File: src/logic/tbs_pkg.sv
// package for the touch button and slider decision block
// assumes a 125 MHz system clock and one scan strobe per scan period from the front end
`default_nettype none
package tbs_pkg;
    // ****************************************************************
    // register offsets
    // ****************************************************************
    localparam logic [7:0] ADDR_BUTTON_REPORT_CONFIG = 8'h21;
    localparam logic [7:0] ADDR_BUTTON_AVG_HOLD = 8'h22;
    localparam logic [7:0] ADDR_BUTTON_NEG_COMP = 8'h23;
    localparam logic [7:0] ADDR_BUTTON_NEG_LIMIT = 8'h24;
    localparam logic [7:0] ADDR_BUTTON_HYST = 8'h25;
    localparam logic [7:0] ADDR_BUTTON_STUCK = 8'h26;
    localparam logic [7:0] ADDR_SLIDER_DEBOUNCE = 8'h27;
    localparam logic [7:0] ADDR_SLIDER_STUCK = 8'h28;
    localparam logic [7:0] ADDR_SLIDER_HYST = 8'h29;
    localparam logic [7:0] ADDR_SLIDER_NORM_HIGH = 8'h2B;
    localparam logic [7:0] ADDR_SLIDER_NORM_LOW = 8'h2C;
    localparam logic [7:0] ADDR_SLIDER_MOVE = 8'h30;

    // ****************************************************************
    // reset values
    // ****************************************************************
    localparam logic [7:0] RST_BUTTON_REPORT_CONFIG = 8'h30;
    localparam logic [7:0] RST_BUTTON_AVG_HOLD = 8'h50;
    localparam logic [7:0] RST_BUTTON_NEG_COMP = 8'h50;
    localparam logic [7:0] RST_BUTTON_NEG_LIMIT = 8'h01;
    localparam logic [7:0] RST_BUTTON_HYST = 8'h0A;
    localparam logic [7:0] RST_STUCK = 8'h00;
    localparam logic [3:0] RST_SLIDER_DEBOUNCE = 4'h0;
    localparam logic [7:0] RST_SLIDER_HYST = 8'h03;
    localparam logic [15:0] RST_SLIDER_NORM = 16'h0180;
    localparam logic [7:0] RST_SLIDER_MOVE = 8'h02;

    // ****************************************************************
    // field positions and codes
    // ****************************************************************
    localparam int TOUCH_DEB_LSB = 0;
    localparam int RELEASE_DEB_LSB = 2;
    localparam int IRQ_SEL_LSB = 4;
    localparam int REPORT_MODE_LSB = 6;
    localparam logic [1:0] REPORT_SINGLE = 2'h1;
    localparam int IRQ_ON_TOUCH_BIT = 0;
    localparam int IRQ_ON_RELEASE_BIT = 1;
    localparam logic [7:0] TIMEOUT_OFF = 8'h00;
    localparam int TICK_STEP = 4;
    localparam int PCT_FULL = 100;
    localparam int NORM_SHIFT = 5;
    localparam int AVG_HOLD_COMP_COUNT = 3;

    // ****************************************************************
    // timing
    // ****************************************************************
    localparam int CLK_KHZ = 125000;
    localparam int SECOND_MS = 1000;
    localparam int SEC_CYCLES = SECOND_MS * CLK_KHZ;

    // samples needed for a decision: 00 -> 1 (incoming sample), 01 -> 2, 10 -> 3, 11 -> 4
    function automatic logic [2:0] tbs_deb_need(input logic [1:0] code);
        return {1'b0, code} + 3'h1;
    endfunction
endpackage
`default_nettype wire

File: src/logic/tbs_decide.sv
// touch/release decision of one button or the slider: debounce and stuck-at timeout
// assumes i_over/i_under/i_sec are valid in the cycle of the i_scan strobe
`timescale 1ns/1ns
`default_nettype none
module tbs_decide (
    input wire logic i_clk_sys,
    input wire logic i_rst,
    input wire logic i_scan,
    input wire logic i_sec,
    input wire logic i_over,
    input wire logic i_under,
    input wire logic [1:0] i_touch_code,
    input wire logic [1:0] i_release_code,
    input wire logic [7:0] i_timeout,
    output logic o_touched,
    output logic o_touch_evt,
    output logic o_release_evt
);
    import tbs_pkg::*;

    logic [2:0] cnt;
    logic [7:0] secs;
    logic stuck;

    wire [2:0] cnt_inc = cnt + 3'h1;
    wire touch_done = i_over && (cnt_inc >= tbs_deb_need(i_touch_code));
    wire release_done = i_under && (cnt_inc >= tbs_deb_need(i_release_code));
    wire [8:0] secs_inc = {1'b0, secs} + 9'h001;
    wire timeout_hit = (i_timeout != TIMEOUT_OFF) && i_sec && (secs_inc >= {1'b0, i_timeout});

    always_ff @(posedge i_clk_sys) begin
        if (i_rst) begin
            o_touched <= 1'b0;
            o_touch_evt <= 1'b0;
            o_release_evt <= 1'b0;
            cnt <= 3'h0;
            secs <= 8'h00;
            stuck <= 1'b0;
        end else begin
            o_touch_evt <= 1'b0;
            o_release_evt <= 1'b0;
            if (i_scan) begin
                if (stuck) begin
                    // forced release stays until the finger really lifts
                    cnt <= 3'h0;
                    if (i_under) begin
                        stuck <= 1'b0;
                    end
                end else if (!o_touched) begin
                    secs <= 8'h00;
                    if (touch_done) begin
                        o_touched <= 1'b1;
                        o_touch_evt <= 1'b1;
                        cnt <= 3'h0;
                    end else begin
                        cnt <= i_over ? cnt_inc : 3'h0;
                    end
                end else if (release_done) begin
                    o_touched <= 1'b0;
                    o_release_evt <= 1'b1;
                    cnt <= 3'h0;
                end else if (timeout_hit) begin
                    o_touched <= 1'b0;
                    o_release_evt <= 1'b1;
                    stuck <= 1'b1;
                    cnt <= 3'h0;
                end else begin
                    cnt <= i_under ? cnt_inc : 3'h0;
                    if (i_sec) begin
                        secs <= secs_inc[7:0];
                    end
                end
            end
        end
    end
endmodule // tbs_decide
`default_nettype wire

File: src/logic/tbs_top.sv
// button and slider decision logic fed by the capacitive front end once per scan
// assumes i_scan is a one-cycle strobe per scan period with i_ticks and i_slider_position valid with it
`timescale 1ns/1ns
`default_nettype none
module tbs_top #(
    parameter int N_SENSORS = 8,
    parameter int TICK_W = 16,
    parameter logic [7:0] SLIDER_MASK = 8'hFC,
    parameter int SLIDER_SENSORS = 6,
    parameter int SEC_CYCLES = tbs_pkg::SEC_CYCLES
) (
    input wire logic i_clk_sys,
    input wire logic i_rst,
    input wire logic i_scan,
    input wire logic [N_SENSORS*TICK_W-1:0] i_ticks,
    input wire logic [N_SENSORS*TICK_W-1:0] i_sensor_touch_threshold,
    input wire logic [15:0] i_slider_position,
    input wire logic i_reg_wr,
    input wire logic [7:0] i_reg_addr,
    input wire logic [7:0] i_reg_wdata,
    output logic [7:0] o_reg_rdata,
    output logic [N_SENSORS-1:0] o_button_touched,
    output logic o_slider_touched,
    output logic o_slider_move_up,
    output logic o_slider_move_down,
    output logic o_irq,
    output logic [N_SENSORS-1:0] o_avg_hold,
    output logic o_comp_start
);
    import tbs_pkg::*;

    // ****************************************************************
    // registers
    // ****************************************************************
    logic [7:0] button_report_config;
    logic [7:0] button_average_hold_threshold;
    logic [7:0] button_negative_comp_threshold;
    logic [7:0] button_negative_count_limit;
    logic [7:0] button_hysteresis_percent;
    logic [7:0] button_stuck_timeout;
    logic [3:0] slider_debounce_config;
    logic [7:0] slider_stuck_timeout;
    logic [7:0] slider_hysteresis;
    logic [7:0] slider_norm_high;
    logic [7:0] slider_norm_low;
    logic [7:0] slider_move_threshold;

    wire wr_report = i_reg_wr && (i_reg_addr == ADDR_BUTTON_REPORT_CONFIG);
    wire wr_avg = i_reg_wr && (i_reg_addr == ADDR_BUTTON_AVG_HOLD);
    wire wr_neg = i_reg_wr && (i_reg_addr == ADDR_BUTTON_NEG_COMP);
    wire wr_limit = i_reg_wr && (i_reg_addr == ADDR_BUTTON_NEG_LIMIT);
    wire wr_hyst = i_reg_wr && (i_reg_addr == ADDR_BUTTON_HYST);
    wire wr_stuck = i_reg_wr && (i_reg_addr == ADDR_BUTTON_STUCK);
    wire wr_sdeb = i_reg_wr && (i_reg_addr == ADDR_SLIDER_DEBOUNCE);
    wire wr_sstuck = i_reg_wr && (i_reg_addr == ADDR_SLIDER_STUCK);
    wire wr_shyst = i_reg_wr && (i_reg_addr == ADDR_SLIDER_HYST);
    wire wr_nhigh = i_reg_wr && (i_reg_addr == ADDR_SLIDER_NORM_HIGH);
    wire wr_nlow = i_reg_wr && (i_reg_addr == ADDR_SLIDER_NORM_LOW);
    wire wr_move = i_reg_wr && (i_reg_addr == ADDR_SLIDER_MOVE);

    always_ff @(posedge i_clk_sys) begin
        if (i_rst) begin
            button_report_config <= RST_BUTTON_REPORT_CONFIG;
            button_average_hold_threshold <= RST_BUTTON_AVG_HOLD;
            button_negative_comp_threshold <= RST_BUTTON_NEG_COMP;
            button_negative_count_limit <= RST_BUTTON_NEG_LIMIT;
            button_hysteresis_percent <= RST_BUTTON_HYST;
            button_stuck_timeout <= RST_STUCK;
            slider_debounce_config <= RST_SLIDER_DEBOUNCE;
            slider_stuck_timeout <= RST_STUCK;
            slider_hysteresis <= RST_SLIDER_HYST;
            slider_norm_high <= RST_SLIDER_NORM[15:8];
            slider_norm_low <= RST_SLIDER_NORM[7:0];
            slider_move_threshold <= RST_SLIDER_MOVE;
        end else begin
            if (wr_report) button_report_config <= i_reg_wdata;
            if (wr_avg) button_average_hold_threshold <= i_reg_wdata;
            if (wr_neg) button_negative_comp_threshold <= i_reg_wdata;
            if (wr_limit) button_negative_count_limit <= i_reg_wdata;
            if (wr_hyst) button_hysteresis_percent <= i_reg_wdata;
            if (wr_stuck) button_stuck_timeout <= i_reg_wdata;
            if (wr_sdeb) slider_debounce_config <= i_reg_wdata[3:0];
            if (wr_sstuck) slider_stuck_timeout <= i_reg_wdata;
            if (wr_shyst) slider_hysteresis <= i_reg_wdata;
            if (wr_nhigh) slider_norm_high <= i_reg_wdata;
            if (wr_nlow) slider_norm_low <= i_reg_wdata;
            if (wr_move) slider_move_threshold <= i_reg_wdata;
        end
    end

    logic [7:0] rd_mux;
    always_comb begin
        unique case (i_reg_addr)
            ADDR_BUTTON_REPORT_CONFIG: rd_mux = button_report_config;
            ADDR_BUTTON_AVG_HOLD: rd_mux = button_average_hold_threshold;
            ADDR_BUTTON_NEG_COMP: rd_mux = button_negative_comp_threshold;
            ADDR_BUTTON_NEG_LIMIT: rd_mux = button_negative_count_limit;
            ADDR_BUTTON_HYST: rd_mux = button_hysteresis_percent;
            ADDR_BUTTON_STUCK: rd_mux = button_stuck_timeout;
            ADDR_SLIDER_DEBOUNCE: rd_mux = {4'h0, slider_debounce_config};
            ADDR_SLIDER_STUCK: rd_mux = slider_stuck_timeout;
            ADDR_SLIDER_HYST: rd_mux = slider_hysteresis;
            ADDR_SLIDER_NORM_HIGH: rd_mux = slider_norm_high;
            ADDR_SLIDER_NORM_LOW: rd_mux = slider_norm_low;
            ADDR_SLIDER_MOVE: rd_mux = slider_move_threshold;
            default: rd_mux = 8'h00;
        endcase
    end

    always_ff @(posedge i_clk_sys) begin
        if (i_rst) begin
            o_reg_rdata <= 8'h00;
        end else begin
            o_reg_rdata <= rd_mux;
        end
    end

    // ****************************************************************
    // seconds timebase, held until the next scan consumes it
    // ****************************************************************
    logic [31:0] sec_cnt;
    logic sec_pending;
    wire sec_wrap = (sec_cnt == 32'(SEC_CYCLES - 1));

    always_ff @(posedge i_clk_sys) begin
        if (i_rst) begin
            sec_cnt <= 32'h0;
            sec_pending <= 1'b0;
        end else begin
            sec_cnt <= sec_wrap ? 32'h0 : sec_cnt + 32'h1;
            if (sec_wrap) begin
                sec_pending <= 1'b1;
            end else if (i_scan) begin
                sec_pending <= 1'b0;
            end
        end
    end

    // ****************************************************************
    // per-sensor comparisons and button decisions
    // ****************************************************************
    wire signed [31:0] pct = 32'(button_hysteresis_percent);
    wire signed [31:0] on_scale = 32'(PCT_FULL) + pct;
    wire signed [31:0] off_scale = 32'(PCT_FULL) - pct;
    wire signed [31:0] avg_lvl = 32'(button_average_hold_threshold) * 32'(TICK_STEP);
    wire signed [31:0] neg_lvl = -(32'(button_negative_comp_threshold) * 32'(TICK_STEP));
    wire [8:0] limit_x = {1'b0, button_negative_count_limit};

    logic [N_SENSORS-1:0] hold_now;
    logic [N_SENSORS-1:0] neg_trip;
    logic [N_SENSORS-1:0] btn_touched;
    logic [N_SENSORS-1:0] btn_touch_evt;
    logic [31:0] press_part [N_SENSORS];
    logic comp_fire;

    genvar gi;
    generate
        for (gi = 0; gi < N_SENSORS; gi++) begin : g_sensor
            wire signed [31:0] tick_x = 32'(signed'(i_ticks[gi*TICK_W +: TICK_W]));
            wire signed [31:0] th_x = 32'(i_sensor_touch_threshold[gi*TICK_W +: TICK_W]);
            wire over = (tick_x * 32'(PCT_FULL)) > (th_x * on_scale);
            wire under = (tick_x * 32'(PCT_FULL)) < (th_x * off_scale);
            wire below = tick_x < neg_lvl;
            wire is_button = !SLIDER_MASK[gi];
            logic [7:0] neg_cnt;
            wire [8:0] neg_inc = {1'b0, neg_cnt} + 9'h001;

            assign hold_now[gi] = tick_x >= avg_lvl;
            assign neg_trip[gi] = below && (neg_inc >= limit_x);
            assign press_part[gi] = (SLIDER_MASK[gi] && tick_x > th_x) ? 32'(tick_x - th_x) : 32'h0;

            always_ff @(posedge i_clk_sys) begin
                if (i_rst) begin
                    neg_cnt <= 8'h00;
                    o_avg_hold[gi] <= 1'b0;
                end else if (i_scan) begin
                    o_avg_hold[gi] <= hold_now[gi];
                    if (comp_fire || !below) begin
                        neg_cnt <= 8'h00;
                    end else if (neg_cnt != 8'hFF) begin
                        neg_cnt <= neg_inc[7:0];
                    end
                end
            end

            tbs_decide u_button (
                .i_clk_sys(i_clk_sys),
                .i_rst(i_rst),
                .i_scan(i_scan),
                .i_sec(sec_pending),
                .i_over(over && is_button),
                .i_under(under || !is_button),
                .i_touch_code(button_report_config[TOUCH_DEB_LSB +: 2]),
                .i_release_code(button_report_config[RELEASE_DEB_LSB +: 2]),
                .i_timeout(button_stuck_timeout),
                .o_touched(btn_touched[gi]),
                .o_touch_evt(btn_touch_evt[gi]),
                .o_release_evt()
            );
        end
    endgenerate

    // ****************************************************************
    // offset compensation request
    // ****************************************************************
    logic [7:0] hold_count;
    always_comb begin
        hold_count = 8'h00;
        for (int k = 0; k < N_SENSORS; k++) begin
            hold_count = hold_count + {7'h00, hold_now[k]};
        end
    end
    assign comp_fire = i_scan && ((hold_count >= 8'(AVG_HOLD_COMP_COUNT)) || (|neg_trip));

    always_ff @(posedge i_clk_sys) begin
        if (i_rst) begin
            o_comp_start <= 1'b0;
        end else begin
            o_comp_start <= comp_fire;
        end
    end

    // ****************************************************************
    // reporting and interrupt
    // ****************************************************************
    wire single_mode = button_report_config[REPORT_MODE_LSB +: 2] == REPORT_SINGLE;
    wire [N_SENSORS-1:0] first_evt = btn_touch_evt & (-btn_touch_evt);
    wire [N_SENSORS-1:0] owner_held = o_button_touched & btn_touched;
    wire [N_SENSORS-1:0] next_report = single_mode ? ((|owner_held) ? owner_held : first_evt)
                                                   : btn_touched;
    wire rose = |(next_report & ~o_button_touched);
    wire fell = |(o_button_touched & ~next_report);
    wire next_irq = (button_report_config[IRQ_SEL_LSB + IRQ_ON_TOUCH_BIT] && rose)
                 || (button_report_config[IRQ_SEL_LSB + IRQ_ON_RELEASE_BIT] && fell);

    always_ff @(posedge i_clk_sys) begin
        if (i_rst) begin
            o_button_touched <= '0;
            o_irq <= 1'b0;
        end else begin
            o_button_touched <= next_report;
            o_irq <= next_irq;
        end
    end

    // ****************************************************************
    // slider
    // ****************************************************************
    logic [31:0] pressure;
    always_comb begin
        pressure = 32'h0;
        for (int k = 0; k < N_SENSORS; k++) begin
            pressure = pressure + press_part[k];
        end
    end

    wire [31:0] sld_hyst = 32'(slider_hysteresis) * 32'(TICK_STEP);
    logic sld_touched;

    tbs_decide u_slider (
        .i_clk_sys(i_clk_sys),
        .i_rst(i_rst),
        .i_scan(i_scan),
        .i_sec(sec_pending),
        .i_over(pressure > sld_hyst),
        .i_under(pressure == 32'h0),
        .i_touch_code(slider_debounce_config[TOUCH_DEB_LSB +: 2]),
        .i_release_code(slider_debounce_config[RELEASE_DEB_LSB +: 2]),
        .i_timeout(slider_stuck_timeout),
        .o_touched(sld_touched),
        .o_touch_evt(),
        .o_release_evt()
    );

    wire [15:0] slider_norm = {slider_norm_high, slider_norm_low};
    wire [31:0] pos_max = 32'(slider_norm >> NORM_SHIFT) * 32'(SLIDER_SENSORS - 1);
    logic [15:0] prev_pos;
    wire going_up = i_slider_position > prev_pos;
    wire [15:0] pos_diff = going_up ? i_slider_position - prev_pos : prev_pos - i_slider_position;
    wire moved = sld_touched && (32'(pos_diff) * 32'(PCT_FULL) > pos_max * 32'(slider_move_threshold));

    always_ff @(posedge i_clk_sys) begin
        if (i_rst) begin
            prev_pos <= 16'h0000;
            o_slider_move_up <= 1'b0;
            o_slider_move_down <= 1'b0;
            o_slider_touched <= 1'b0;
        end else begin
            o_slider_touched <= sld_touched;
            if (i_scan) begin
                prev_pos <= i_slider_position;
                o_slider_move_up <= moved && going_up;
                o_slider_move_down <= moved && !going_up;
            end
        end
    end
endmodule // tbs_top
`default_nettype wire

File: config.mk
export PLATFORM = sky130hd
export DESIGN_NAME = tbs_top
export DESIGN_NICKNAME = d
export VERILOG_FILES = /design/src/logic/tbs_pkg.sv /design/src/logic/tbs_decide.sv /design/src/logic/tbs_top.sv
export SDC_FILE = /design/constraint.sdc
export NUM_CORES = 2
export LEC_CHECK = 0
export BUFFER_PORTS_ARGS = -buffer_cell sky130_fd_sc_hd__buf_4
export CORE_MARGIN = 1.5
export CORE_UTILIZATION = 35
export CTS_CLUSTER_DIAMETER = 60
export DETAILED_ROUTE_END_ITERATION = 6
export PLACE_DENSITY_LB_ADDON = 0.1
export SYNTH_ARGS = -nofsm -noshare
export SYNTH_HDL_FRONTEND = slang
export SYNTH_SLANG_ARGS = --single-unit
File: constraint.sdc
create_clock -name i_clk_sys -period 8.1 [get_ports i_clk_sys]
set_input_delay 0 -clock i_clk_sys [delete_from_list [all_inputs] [get_ports i_clk_sys]]
set_output_delay 0 -clock i_clk_sys [all_outputs]
set_load 0.03 [all_outputs]
==> reports/qor.csv <==
metric,value,unit
Hold Startpoint,i_ticks[15],
core area,0.183,sq mm
vias in the first global route,57100,
"Remaining Overflow, GRT",0,
"EDFF count, synth",0,
Clock Skew,0.0256,ns
actual slew at the worst max-slew pin,1.26,ns
RSZ-0062 raised after global routing,yes,
top post-synthesis cells by area,"ha_1, fa_1, dfxtp_1",
"CTS clk-pin slew, worst paths",0.06,ns
Critical Path Start,button_hysteresis_percent[3],
Die W,432,um
Clock Sinks,353,
leading area contributor after synthesis,ha_1,
Worst Setup Start Kind,register,
largest net degree at the start of global routing,69,
Critical Path Slowest Stage Cell,fa_1,
Worst Setup End Kind,register,
pre-CTS setup slack,-0.401,ns
Cells after Synth,7881,
final hold violations,0,
die area,0.187,sq mm
area share of the largest cell type after synthesis,22.5,%
final setup margin,0.00339,ns
Synth top cells by count,"inv_1, ha_1, nand2_1, fa_1, nor2_1",
final antenna-violating net count,0,
Row Count,157,
"Core Util, Final",41.1,%
I/O pins,321,
global-route wire length before repair,338000,um
post-synthesis register bit count,353,
Max transition margin,15.7,%
CP arrival,8.66,ns
DRT iter0 DRCs,2939,
Pre-antenna DRT Iters,5,
Initial Utilization,35.2,%
CTS tree,built,
most frequent cell after synthesis,inv_1,
area grow syn2layout,16.8,%
dpl hpwl,178000,um
Netlist cell types,98,
status,"finished, final reports clean",
WL per Instance,20.1,um
die height,432,um
synthesized cell area,0.0645,sq mm
Vias,56400,
total wire length,219000,um
Final Wtd Congestion,0.943,
Max Cap Viol,0,
Post-Syn Area per Cell,8.18,sq um
ratio of final minimum period to clock period,100,%
later-pin clock latency in the skew report,0.66,ns
setup violators final,0,
crit path time final,8.10,ns
Vias per Instance,5.17,
GRT Overall Usage,23.3,%
VDD IR-drop max,171,uV
fill count,18900,
clock root buffer master,clkbuf_16,
Layout Nets,10400,
"Slew Viols, Final",0,
pwr dens,185,mW/mm^2
Hold WC Path Type,primary input to register,
H-tree levels,2,
Buffers on Ports,320,
DR DRC count,0,
layout cells sized above 1,12.1,%
crit-path max FO,15,
fmax,124,MHz
maximum clock insertion buffer count,3,
sequential area share after synthesis,11.0,%
CTS buffer count,54,
initial antenna violation count,8,
Synth warnings,0,
reg-to-reg critical path startpoint,button_hysteresis_percent[3],
CP max stage delay,0.60,ns
main flop type after synthesis,dfxtp_1,
critical path type,register to register,
CP Data Required Time,8.66,ns
Static Leak,36.7,nW
"most used cell, CP",fa_1,
share of flip-flops with an asynchronous set or reset,0,%
## report_power, final
group	switching, W	internal [W]	total [W]
logic	0.00526	0.00449	0.00975
clock network	0.000989	0.00141	0.00240
registers	0.0000315	0.00176	0.00179
## cell type report
class                      count  area (sq um)  area share, %
antenna                        7          17.5         0.0233
clock buffer                  66          1480           1.96
timing repair buffer         686          5560           7.38
multi-input combinational   6132         53400           70.9
inverter                    1169          4390           5.83
clock inverter                34           344          0.457
tap                         2464          3080           4.09
sequential                   353          7080           9.40
## stage by stage
| stage | power (W) | TNS (ns) | cell area [sq um] | hold slack (ns) | instances |
|---|---|---|---|---|---|
| 2_1_floorplan | 0.00821 | 0 | 64500 | 0.147 | 7886 |
| 3_3_place_gp | 0.0110 | -3.64 | 71700 | 0.253 | 10700 |
| 3_5_place_dp | 0.0111 | -5.35 | 71700 | 0.269 | 10700 |
| 4_1_cts | 0.0137 | 0 | 74100 | 0.0148 | 10900 |
| 5_1_grt | 0.0154 | -4.17 | 75300 | 0.0780 | 10900 |
| 6_report | 0.0139 | 0 | 75300 | 0.0326 | 10900 |
## cell families (layout without fill, tap and decap cells)
group	after synthesis	in the layout	share of synthesized area (%)
and+or+nand+nor	2424	2424	18.1
adders and majority gates	1753	1753	40.9
AOI/OAI and AO/OA	1483	1483	15.2
buffers and inverters	1401	1955	8.21
xor gates and xnor gates	392	392	5.34
DFF	353	353	11.0
muxes	74	74	1.24
other	1	13	0.00582
## metal layers
layer	global-route usage, %	routed length, um	vias to the layer above
met5	0	46	-
met4	7.68	7880	6
met3	1.93	7670	283
met2	40.2	105000	1033
met1	30.5	98300	27500
li1	-	-	27600
## critical path: cells and delay by family (launching register included)
kind            cells  cell delay (ns)
compound gates     11             2.29
xor+xnor            2             0.24
fa+ha+maj           8             3.07
buf+inv             7             0.77
flops               1             0.36
simple gates        7             1.28
## path summary, 6_finish.rpt
check | to | slack (ns) | cells past startpoint
worst max register to register | g_sensor[0].u_button.secs[3] | 0.003 | 35
worst max-delay path | g_sensor[0].u_button.secs[3] | 0.003 | 35
worst min-delay path | o_avg_hold[0] | 0.03 | 4
worst min register to register | slider_norm_low[4] | 0.45 | 2
## repair_timing
action,4_1_cts,5_1_grt
pin swaps,17,162
hold buffers,36,0
endpoints found under the setup margin,23,29
resized for setup,29,213
gates cloned,0,1
hold endpoints to repair,139,0
setup buffers,4,34
## cell usage in the layout (no fill, tap or decap), drive strengths merged, types with 65 or more instances in the layout
master	netlist	routed
and3	65	65
xnor2	204	204
inv	1169	1180
a21o	221	221
nor2	446	446
ha	1159	1159
o21a	92	92
nor2b	73	73
nand4	97	97
o21ai	304	304
nand2b	96	96
a21oi	377	377
dfxtp	353	353
nand3	219	219
fa	594	594
buf	26	649
nor3	129	129
clkbuf	206	67
xor2	188	188
nand2	840	840
and2	284	284
## state kept, by name, summed over array words and instances (netlist names), 16 cells and up
name,flops
sec_cnt,32
g_sensor.neg_cnt,64
prev_pos,16
g_sensor.u_button.secs,64
g_sensor.u_button.cnt,24
Note: power is estimated with default switching activity, not from simulation.
